**config.mk**
```make
export PLATFORM = sky130hd
export DESIGN_NAME = dac_output_control
export DESIGN_NICKNAME = d
export VERILOG_FILES = /design/src/verilog/dac_ctrl_pkg.sv /design/src/verilog/port_pin_config.sv /design/src/verilog/dac_output_control.sv
export SDC_FILE = /design/constraint.sdc
export NUM_CORES = 1
export LEC_CHECK = 0
export ABC_CLOCK_PERIOD_IN_PS = 1600
export BUFFER_PORTS_ARGS = -buffer_cell sky130_fd_sc_hd__buf_2
export CAP_MARGIN = 25
export CORE_ASPECT_RATIO = 0.75
export CORE_MARGIN = 2
export CORE_UTILIZATION = 38
export DETAILED_ROUTE_END_ITERATION = 12
export HOLD_SLACK_MARGIN = 0.1
export PLACE_DENSITY = 0.76
export SLEW_MARGIN = 20
export SYNTH_ARGS = -nofsm -noshare
export SYNTH_HDL_FRONTEND = slang
export SYNTH_SLANG_ARGS = --single-unit
```
**constraint.sdc**
```tcl
create_clock -name CLK_I -period 1.6 [get_ports CLK_I]
set_input_delay 0.08 -clock CLK_I [delete_from_list [all_inputs] [get_ports CLK_I]]
set_output_delay 0.08 -clock CLK_I [all_outputs]
set_load 0.05 [all_outputs]
```
**src/verilog/dac_ctrl_pkg.sv**
```systemverilog
// Purpose: Shared constants for the two-channel DAC output control block.
// Assumes: APB slave with 32-bit data; each register index sits at byte address index*4.
// Notes:   Pin configuration survives a hot start and is cleared on a cold start.
// Notes on behaviour
// - Enable bit one: channel converts its stored code and drives its pin.
// - Enable bit zero: conversion off, analog pin held high impedance.
// - Reset clears both enable bits; enable bits read back as written.
// - Enable register: channel 0 at D1, channel 1 at D0, D7-D2 read zero.
// - Rewriting a code while enabled converts the new code without toggling.
// - Two 8-bit read/write code registers, channel 1 one index (four bytes) below channel 0.
// - Reset clears both code registers to zero.
// - Code is unsigned 0..255, D7 most significant, output is code/256 of reference.
// - Voltage select D0: one is 5 V, zero 3.3 V, shared, resets zero.
// - Function bits D3/D4 route pins A/B to channel 0/1 when one.
// - Function bits clear on cold start, keep value on hot start.
// - Pull-up bits D3/D4 enable pin pull-ups; cold clear, hot keep.
// - Function and pull-up registers are write-only; software stores whole bytes.
// - Port data read of a pin assigned to analog output returns zero.
package dac_ctrl_pkg;

  localparam int          DATA_W       = 32;
  localparam int          CODE_W       = 8;

  // Printed register indices; byte address is four times the index
  localparam logic [31:0] IDX_OUT_EN   = 32'h0004_0246;
  localparam logic [31:0] IDX_VSEL     = 32'h0004_0247;
  localparam logic [31:0] IDX_CODE1    = 32'h0004_0248;
  localparam logic [31:0] IDX_CODE0    = 32'h0004_0249;
  localparam logic [31:0] IDX_PIN_FUNC = 32'h0004_02c0;
  localparam logic [31:0] IDX_PULLUP   = 32'h0004_02c4;

  // Field positions
  localparam int          EN_CH0_BIT   = 1;
  localparam int          EN_CH1_BIT   = 0;
  localparam int          VSEL_BIT     = 0;
  localparam int          PIN_A_BIT    = 3;
  localparam int          PIN_B_BIT    = 4;

  // Reset values
  localparam logic [7:0]  CODE_RST     = 8'h00;
  localparam logic        EN_RST       = 1'b0;
  localparam logic        VSEL_RST     = 1'b0;
  localparam logic        PIN_CFG_RST  = 1'b0;
  localparam logic [31:0] WORD_ZERO    = 32'h0000_0000;

  function automatic logic [31:0] byte_addr(input logic [31:0] idx);
    byte_addr = {idx[29:0], 2'b00};
  endfunction

endpackage

```
**src/verilog/port_pin_config.sv**
```systemverilog
// Purpose: Function-select and pull-up bits of the two shared port pins.
// Assumes: Clock runs while RESETN_I is low; COLD_START_I is steady across reset.
// Notes:   No asynchronous reset here so the bits survive a hot start.
`timescale 1ns/1ps
module port_pin_config
(
  // Clock and reset
  input  wire logic clk_i,
  input  wire logic resetn_i,
  input  wire logic cold_start_i,
  // Write port
  input  wire logic wr_func_i,
  input  wire logic wr_pullup_i,
  input  wire logic bit_a_i,
  input  wire logic bit_b_i,
  // Held settings
  output logic      func_a_o,
  output logic      func_b_o,
  output logic      pullup_a_o,
  output logic      pullup_b_o
);
  import dac_ctrl_pkg::*;

  logic rst_meta;
  logic rst_sync;
  logic cold_meta;
  logic cold_sync;
  logic next_func_a;
  logic next_func_b;
  logic next_pullup_a;
  logic next_pullup_b;

  // Reset and strap level caught by plain synchronisers, no reset on them
  always_ff @(posedge clk_i)
  begin
    rst_meta  <= ~resetn_i;
    rst_sync  <= rst_meta;
    cold_meta <= cold_start_i;
    cold_sync <= cold_meta;
  end

  always_comb
  begin
    next_func_a   = func_a_o;
    next_func_b   = func_b_o;
    next_pullup_a = pullup_a_o;
    next_pullup_b = pullup_b_o;
    if (rst_sync)
    begin
      if (cold_sync)
      begin
        next_func_a   = PIN_CFG_RST;
        next_func_b   = PIN_CFG_RST;
        next_pullup_a = PIN_CFG_RST;
        next_pullup_b = PIN_CFG_RST;
      end
    end
    else
    begin
      if (wr_func_i)
      begin
        next_func_a = bit_a_i;
        next_func_b = bit_b_i;
      end
      if (wr_pullup_i)
      begin
        next_pullup_a = bit_a_i;
        next_pullup_b = bit_b_i;
      end
    end
  end

  always_ff @(posedge clk_i)
  begin
    func_a_o   <= next_func_a;
    func_b_o   <= next_func_b;
    pullup_a_o <= next_pullup_a;
    pullup_b_o <= next_pullup_b;
  end

endmodule // port_pin_config

```
**src/verilog/dac_output_control.sv**
```systemverilog
// Purpose: APB register side of a two-channel 8-bit DAC with shared port pins.
// Assumes: Single 250 MHz clock; pins PORT_*_I are asynchronous.
// Notes:   Zero-wait APB; read data and slave error are prepared in the setup cycle.
`timescale 1ns/1ps
module dac_output_control
(
  // Clock and reset
  input  wire logic                        CLK_I,
  input  wire logic                        RESETN_I,
  input  wire logic                        COLD_START_I,
  // APB slave
  input  wire logic                        PSEL_I,
  input  wire logic                        PENABLE_I,
  input  wire logic                        PWRITE_I,
  input  wire logic [31:0]                 PADDR_I,
  input  wire logic [dac_ctrl_pkg::DATA_W-1:0] PWDATA_I,
  input  wire logic [3:0]                  PSTRB_I,
  output logic      [dac_ctrl_pkg::DATA_W-1:0] PRDATA_O,
  output logic                             PREADY_O,
  output logic                             PSLVERR_O,
  // Converter channels
  output logic      [dac_ctrl_pkg::CODE_W-1:0] CH0_CODE_O,
  output logic      [dac_ctrl_pkg::CODE_W-1:0] CH1_CODE_O,
  output logic                             CH0_CONVERT_O,
  output logic                             CH1_CONVERT_O,
  output logic                             SUPPLY_5V_SELECT_O,
  // Shared port pins
  input  wire logic                        PORT_PIN_A_I,
  input  wire logic                        PORT_PIN_B_I,
  output logic                             ANALOG_OUT_CH0_OE_O,
  output logic                             ANALOG_OUT_CH1_OE_O,
  output logic                             PIN_A_FUNCTION_SELECT_O,
  output logic                             PIN_B_FUNCTION_SELECT_O,
  output logic                             PIN_A_PULLUP_ENABLE_O,
  output logic                             PIN_B_PULLUP_ENABLE_O,
  output logic                             PORT_PIN_A_DATA_O,
  output logic                             PORT_PIN_B_DATA_O
);
  import dac_ctrl_pkg::*;

  // Register state
  logic [CODE_W-1:0] ch0_code_register;
  logic [CODE_W-1:0] ch1_code_register;
  logic              ch0_output_enable;
  logic              ch1_output_enable;
  logic              supply_voltage_select;
  logic [CODE_W-1:0] next_ch0_code;
  logic [CODE_W-1:0] next_ch1_code;
  logic              next_ch0_en;
  logic              next_ch1_en;
  logic              next_vsel;

  // Bus state
  logic [DATA_W-1:0] next_prdata;
  logic              next_pready;
  logic              next_pslverr;
  logic              setup;
  logic              wr_done;
  logic              hit_en;
  logic              hit_vsel;
  logic              hit_code0;
  logic              hit_code1;
  logic              hit_func;
  logic              hit_pullup;
  logic              mapped;

  // Pin state
  logic              pin_a_meta;
  logic              pin_b_meta;
  logic              pin_a_sync;
  logic              pin_b_sync;
  logic              next_data_a;
  logic              next_data_b;
  logic              func_a;
  logic              func_b;

  // Address decode
  always_comb
  begin
    setup      = PSEL_I & ~PENABLE_I;
    wr_done    = PSEL_I & PENABLE_I & PREADY_O & PWRITE_I & PSTRB_I[0];
    hit_en     = (PADDR_I == byte_addr(IDX_OUT_EN));
    hit_vsel   = (PADDR_I == byte_addr(IDX_VSEL));
    hit_code0  = (PADDR_I == byte_addr(IDX_CODE0));
    hit_code1  = (PADDR_I == byte_addr(IDX_CODE1));
    hit_func   = (PADDR_I == byte_addr(IDX_PIN_FUNC));
    hit_pullup = (PADDR_I == byte_addr(IDX_PULLUP));
    mapped     = hit_en | hit_vsel | hit_code0 | hit_code1 | hit_func | hit_pullup;
  end

  // Register next values; a write lands on the edge that completes the access
  always_comb
  begin
    next_ch0_code = ch0_code_register;
    next_ch1_code = ch1_code_register;
    next_ch0_en   = ch0_output_enable;
    next_ch1_en   = ch1_output_enable;
    next_vsel     = supply_voltage_select;
    if (wr_done)
    begin
      if (hit_code0)
      begin
        next_ch0_code = PWDATA_I[CODE_W-1:0];
      end
      if (hit_code1)
      begin
        next_ch1_code = PWDATA_I[CODE_W-1:0];
      end
      if (hit_en)
      begin
        next_ch0_en = PWDATA_I[EN_CH0_BIT];
        next_ch1_en = PWDATA_I[EN_CH1_BIT];
      end
      if (hit_vsel)
      begin
        next_vsel = PWDATA_I[VSEL_BIT];
      end
    end
  end

  always_ff @(posedge CLK_I or negedge RESETN_I)
  begin
    if (!RESETN_I)
    begin
      ch0_code_register     <= CODE_RST;
      ch1_code_register     <= CODE_RST;
      ch0_output_enable     <= EN_RST;
      ch1_output_enable     <= EN_RST;
      supply_voltage_select <= VSEL_RST;
    end
    else
    begin
      ch0_code_register     <= next_ch0_code;
      ch1_code_register     <= next_ch1_code;
      ch0_output_enable     <= next_ch0_en;
      ch1_output_enable     <= next_ch1_en;
      supply_voltage_select <= next_vsel;
    end
  end

  // Read data is built in the setup cycle so it can come out of a flop
  always_comb
  begin
    next_prdata  = PRDATA_O;
    next_pready  = 1'b0;
    next_pslverr = 1'b0;
    if (setup)
    begin
      next_pready  = 1'b1;
      next_pslverr = ~mapped;
      next_prdata  = WORD_ZERO;
      if (hit_en)
      begin
        next_prdata[EN_CH0_BIT] = ch0_output_enable;
        next_prdata[EN_CH1_BIT] = ch1_output_enable;
      end
      if (hit_vsel)
      begin
        // Undefined bit D1 is returned as zero
        next_prdata[VSEL_BIT] = supply_voltage_select;
      end
      if (hit_code0)
      begin
        next_prdata[CODE_W-1:0] = ch0_code_register;
      end
      if (hit_code1)
      begin
        next_prdata[CODE_W-1:0] = ch1_code_register;
      end
      // Write-only registers read as zero, which software must not rely on
      if (hit_func | hit_pullup)
      begin
        next_prdata = WORD_ZERO;
      end
    end
  end

  always_ff @(posedge CLK_I or negedge RESETN_I)
  begin
    if (!RESETN_I)
    begin
      PRDATA_O  <= WORD_ZERO;
      PREADY_O  <= 1'b0;
      PSLVERR_O <= 1'b0;
    end
    else
    begin
      PRDATA_O  <= next_prdata;
      PREADY_O  <= next_pready;
      PSLVERR_O <= next_pslverr;
    end
  end

  // Pin function and pull-up bits keep their value over a hot start
  port_pin_config u_pin_cfg
  (
    .clk_i        (CLK_I),
    .resetn_i     (RESETN_I),
    .cold_start_i (COLD_START_I),
    .wr_func_i    (wr_done & hit_func),
    .wr_pullup_i  (wr_done & hit_pullup),
    .bit_a_i      (PWDATA_I[PIN_A_BIT]),
    .bit_b_i      (PWDATA_I[PIN_B_BIT]),
    .func_a_o     (func_a),
    .func_b_o     (func_b),
    .pullup_a_o   (PIN_A_PULLUP_ENABLE_O),
    .pullup_b_o   (PIN_B_PULLUP_ENABLE_O)
  );

  // Port data path: pins are asynchronous, so two flops before any logic
  always_comb
  begin
    next_data_a = pin_a_sync & ~func_a;
    next_data_b = pin_b_sync & ~func_b;
  end

  always_ff @(posedge CLK_I or negedge RESETN_I)
  begin
    if (!RESETN_I)
    begin
      pin_a_meta        <= 1'b0;
      pin_b_meta        <= 1'b0;
      pin_a_sync        <= 1'b0;
      pin_b_sync        <= 1'b0;
      PORT_PIN_A_DATA_O <= 1'b0;
      PORT_PIN_B_DATA_O <= 1'b0;
    end
    else
    begin
      pin_a_meta        <= PORT_PIN_A_I;
      pin_b_meta        <= PORT_PIN_B_I;
      pin_a_sync        <= pin_a_meta;
      pin_b_sync        <= pin_b_meta;
      PORT_PIN_A_DATA_O <= next_data_a;
      PORT_PIN_B_DATA_O <= next_data_b;
    end
  end

  // Outputs taken straight from the register flops so the converter
  // sees a new code or enable in the same cycle the register changes
  always_comb
  begin
    CH0_CODE_O              = ch0_code_register;
    CH1_CODE_O              = ch1_code_register;
    CH0_CONVERT_O           = ch0_output_enable;
    CH1_CONVERT_O           = ch1_output_enable;
    // Pin drive follows the enable alone; high impedance whenever it is zero
    ANALOG_OUT_CH0_OE_O     = ch0_output_enable;
    ANALOG_OUT_CH1_OE_O     = ch1_output_enable;
    SUPPLY_5V_SELECT_O      = supply_voltage_select;
    PIN_A_FUNCTION_SELECT_O = func_a;
    PIN_B_FUNCTION_SELECT_O = func_b;
  end

endmodule // dac_output_control

```
Word level (Yosys, flattened, before mapping)
Cells that the tools add are included.
Cells by class
  bitwise logic cells: 20
  reductions and logical operators: 8
  multiplexer cells: 16
  equality and inequality tests: 7
Operators with widths (count)
  $eq A32 B21 Y1 const B: 6
  $mux W8: 3
  $mux W1: 12
  $reduce_and A2 Y1: 6
  $and A1 B1 Y1: 9
  $or A1 B1 Y1: 6
  $not A1 Y1: 5
  $reduce_bool A2 Y1: 2
  $mux W2: 1
  $ne A2 B2 Y1 const B: 1
Word-level totals
  bits in registers: 67
  word-level logic and storage cells: 73
  output and inout port bits: 61
  input port bits: 76

Longest topological paths before layout
  word-level depth: 8
  mapped depth: 5
  gate-level depth less buffers: 4

By module
From an unflattened synthesis, not the netlist that was laid out.
Second synthesis, totals
  cell total of the unflattened synthesis: 181
  area total of the unflattened synthesis: 2193.4 µm²
By module, submodules not included
  dac_output_control: instances 1, cells each 168, area an instance 1949.4 µm², sequential area each 875.8 µm²
  port_pin_config: instances 1, cells each 13, area an instance 244.0 µm², sequential area each 200.2 µm²

Least setup slack after synthesis
Ideal clock, no wire load.
  path kind: reg-to-reg
  from: register PREADY_O
  to: register ch0_code_register[1] (netlist: CH0_CODE_O[1])
  stages on the path, launching flop included: 5
  slack: -0.357 ns
  path buffers: 0
  clock period less this slack: 1.957 ns
  setup time: 0.125 ns
  data required time: 1.475 ns
  data arrival time: 1.832 ns
  path through: dfrtp_1 -> and4_1 -> nand4b_1 -> nor4_4 -> mux2_2
On the way
  longest elaborated chain between the ends: 4
RTL lines
  start: declaration: RTL line dac_output_control.sv:19  | output logic PREADY_O,
  start signal: assignment: RTL line dac_output_control.sv:189  | PREADY_O <= next_pready;
  $and A1 B1 Y1 (3 in a row): RTL line dac_output_control.sv:81  | wr_done = PSEL_I & PENABLE_I & PREADY_O & PWRITE_I & PSTRB_I[0];
  $reduce_and A2 Y1 (no source line)
  end signal: assignment: RTL line dac_output_control.sv:133  | ch0_code_register <= next_ch0_code;
  end: declaration: RTL line dac_output_control.sv:42  | logic [CODE_W-1:0] ch0_code_register;
Every way passes these cells.
A chain may end at the register's enable or synchronous reset.

Worst setup path in the final report
  from: register PREADY_O
  to: register ch0_code_register[7] (netlist: CH0_CODE_O[7])
Same word-level chain as after synthesis.

==> flow_summary.ini <==
[outcome]
run_status = complete, but fails checks
failed_checks = setup timing

[final_layout]
layout_commonest_cell = sky130_fd_sc_hd__buf_2
drive_above_1_share_pct = 53.4
num_antenna_cells = 0
finalCoreUtilization_pct = 56.1
num-nets-final = 371
most-common-layout-cells = sky130_fd_sc_hd__buf_2, sky130_fd_sc_hd__dfrtp_1, sky130_fd_sc_hd__conb_1
area_delta_synth_final_pct = 43.3
final.fill_count = 462

[setup_path]
timing_worst_setup_path_type = flop to flop
critPathArrivalTime_ns = 1.80
crit_path_max_fanout = 4
endpoint_kind_of_the_worst_setup_timing_path = flop
start_kind = flop
required_time_reported_for_the_critical_path_endpoint_ns = 1.78

[sta]
finalSetupViolCount = 4
final-max-slew-violation-count = 0
final-hold-violation-count = 0
fmaxAchievable_mhz = 620
worst_hold_slack_ns = 0.157
fin_ws_ns = -0.0133
fin_worst_skew_ns = 0.0101
period_minus_slack_ns = 1.61
final.period_utilization_pct = 101
rsz0062_at_grt = true

[floorplanning]
chipWidth_um = 89.5
die_height_um = 68.1
initial_core_utilization_pct = 39.2
core_region_area_mm2 = 0.00532
num_io_pins = 137
row_count = 23
die_area_mm2 = 0.00610

[clock_network]
cts_tree = done
clock-root-buffer = sky130_fd_sc_hd__clkbuf_8
later_pin_clock_latency_in_the_skew_report_ns = 0.30
clock_tree.buffer_depth = 2
tritoncts_num_sinks = 43
tritoncts.num_buffers = 5
clock_transition_at_path_regs_ns = 0.09
cts-htree-levels = 2

[power_and_ir_drop]
irDropWorstVdd_uv = 450
power_per_cell_area_mw_per_mm2 = 831
post-layout-total-power_mw = 2.48
p_leak_nw = 1.55

[route]
routedWlPerCell_um = 14.2
post-route-drc-count = 0
detail_route.iter0.violations = 116
postRouteAntennaNets = 0
total_length_of_routed_wires_um = 5260
vias = 1748
vias_per_cell = 4.71
first_pass_iteration_count_of_the_detailed_router = 4

[synth]
postSynthRegisterBits = 43
syn-mean-instance-area_um2 = 11.8
ys.flop_type = sky130_fd_sc_hd__dfrtp_1
syn_area_mm2 = 0.00208
synth.distinct_cells = 39
ys_warn_count = 0
yosysSeqAreaShare_pct = 51.6
synth-edff-count = 4
synthArstFlopShare_pct = 81.4
synth_cells = 176

[global_routing]
grt_overflow = 0
first_global_vias = 1748
grt_first_pass_wirelength_um = 8160
maximum_number_of_pins_on_one_net_before_global_route_repair = 20
global_route.usage.total_pct = 17.9
grt_antenna_before_repair = 0

[placed_design]
place.detailed.hpwl_um = 4180
worst_setup_slack_post_dpl_ns = -0.257
port_buffers = 85
placer_congestion = 0.821

[worst_hold_path]
min-delay-path-class = input pin to flop

[job]
drv.max_cap_violation_count = 0
-- logic make-up after synthesis --
group / count (synthesis) / synth area share (%)
buffers and inverters: 32 / 10.4
AOI/OAI and AO/OA: 17 / 5.46
other: 1 / 0.180
muxes: 25 / 13.5
and+or+nand+nor: 58 / 18.8
DFF: 43 / 51.6
-- report_power, final --
group	switching (mW)	total (mW)	internal (mW)
logic	0.249	0.353	0.104
registers	0.00703	1.13	1.12
clock network	0.380	1.00	0.622
total	0.636	2.48	1.85
-- metal layers --
layer	vias up	routed length, um	GRT usage (%)
met3	2	457	5.19
met1	840	2340	23.7
met2	89	2460	30.2
met4	0	6	2.43
met5	-	0	0
li1	817	-	-
-- worst max-delay path, stage by stage (launching register included) --
cell and delay, ns:
sky130_fd_sc_hd__dfrtp_2 0.36, sky130_fd_sc_hd__and4_4 0.23, sky130_fd_sc_hd__nand4b_1 0.18, sky130_fd_sc_hd__nor4_4 0.20, sky130_fd_sc_hd__buf_4 0.19, sky130_fd_sc_hd__mux2_2 0.33
-- metrics by stage --
stage / cell area (um^2) / cells / setup TNS [ns]
6_report: 2990 / 371 / -0.0420
5_1_grt: 2990 / 371 / -0.715
4_1_cts: 2930 / 371 / -0.0914
3_5_place_dp: 2660 / 350 / -4.72
3_3_place_gp: 2660 / 350 / -2.92
2_1_floorplan: 2190 / 199 / -3.11
-- worst paths after layout --
path,start,endpoint,slack (ns),depth (start not counted)
max in group asynchronous,RESETN_I,CH0_CODE_O[5]$_DFFE_PN0P_,0.75,3
setup / recovery,PREADY_O$_DFF_PN0_,CH0_CODE_O[7]$_DFFE_PN0P_,-0.01,5
hold / removal,PADDR_I[9],PSLVERR_O$_DFF_PN0_,0.16,3
hold reg to reg,u_pin_cfg.cold_meta$_DFF_P_,u_pin_cfg.cold_sync$_DFF_P_,0.33,0
min in group asynchronous,RESETN_I,CH1_CODE_O[4]$_DFFE_PN0P_,0.24,2
setup reg to reg,PREADY_O$_DFF_PN0_,CH0_CODE_O[7]$_DFFE_PN0P_,-0.01,5
-- repair_timing --
action	CTS	global route
setup buffers	1	0
hold buffers	12	0
hold endpoints to repair	38	0
setup endpoints to repair	9	16
resized for setup	2	13
-- layout make-up --
class / count / area (um^2) / share of cell area [%]
Clock buffer: 5 / 68.8 / 2.30
Multi-Input combinational cell: 124 / 961 / 32.2
Sequential cell: 43 / 1080 / 36.1
Tap cell: 75 / 93.8 / 3.14
Timing Repair Buffer: 118 / 707 / 23.7
Clock inverter: 3 / 67.6 / 2.26
Inverter: 3 / 11.3 / 0.377
-- synthesized netlist by cell type, types with 3 or more instances --
cell / count / area share (%)
sky130_fd_sc_hd__buf_4: 26 / 9.4
sky130_fd_sc_hd__clkbuf_1: 3 / 0.54
sky130_fd_sc_hd__dfrtp_1: 35 / 42
sky130_fd_sc_hd__dfxtp_1: 4 / 3.8
sky130_fd_sc_hd__edfxtp_1: 4 / 5.8
sky130_fd_sc_hd__inv_1: 3 / 0.54
sky130_fd_sc_hd__mux2_2: 23 / 12
sky130_fd_sc_hd__nand2_1: 13 / 2.3
sky130_fd_sc_hd__nand3_1: 7 / 1.7
sky130_fd_sc_hd__nor2_1: 5 / 0.90
sky130_fd_sc_hd__nor2b_1: 4 / 1.2
sky130_fd_sc_hd__nor4_1: 5 / 1.5
sky130_fd_sc_hd__o21ai_0: 7 / 1.7
Note: power is estimated with default switching activity, not from simulation.
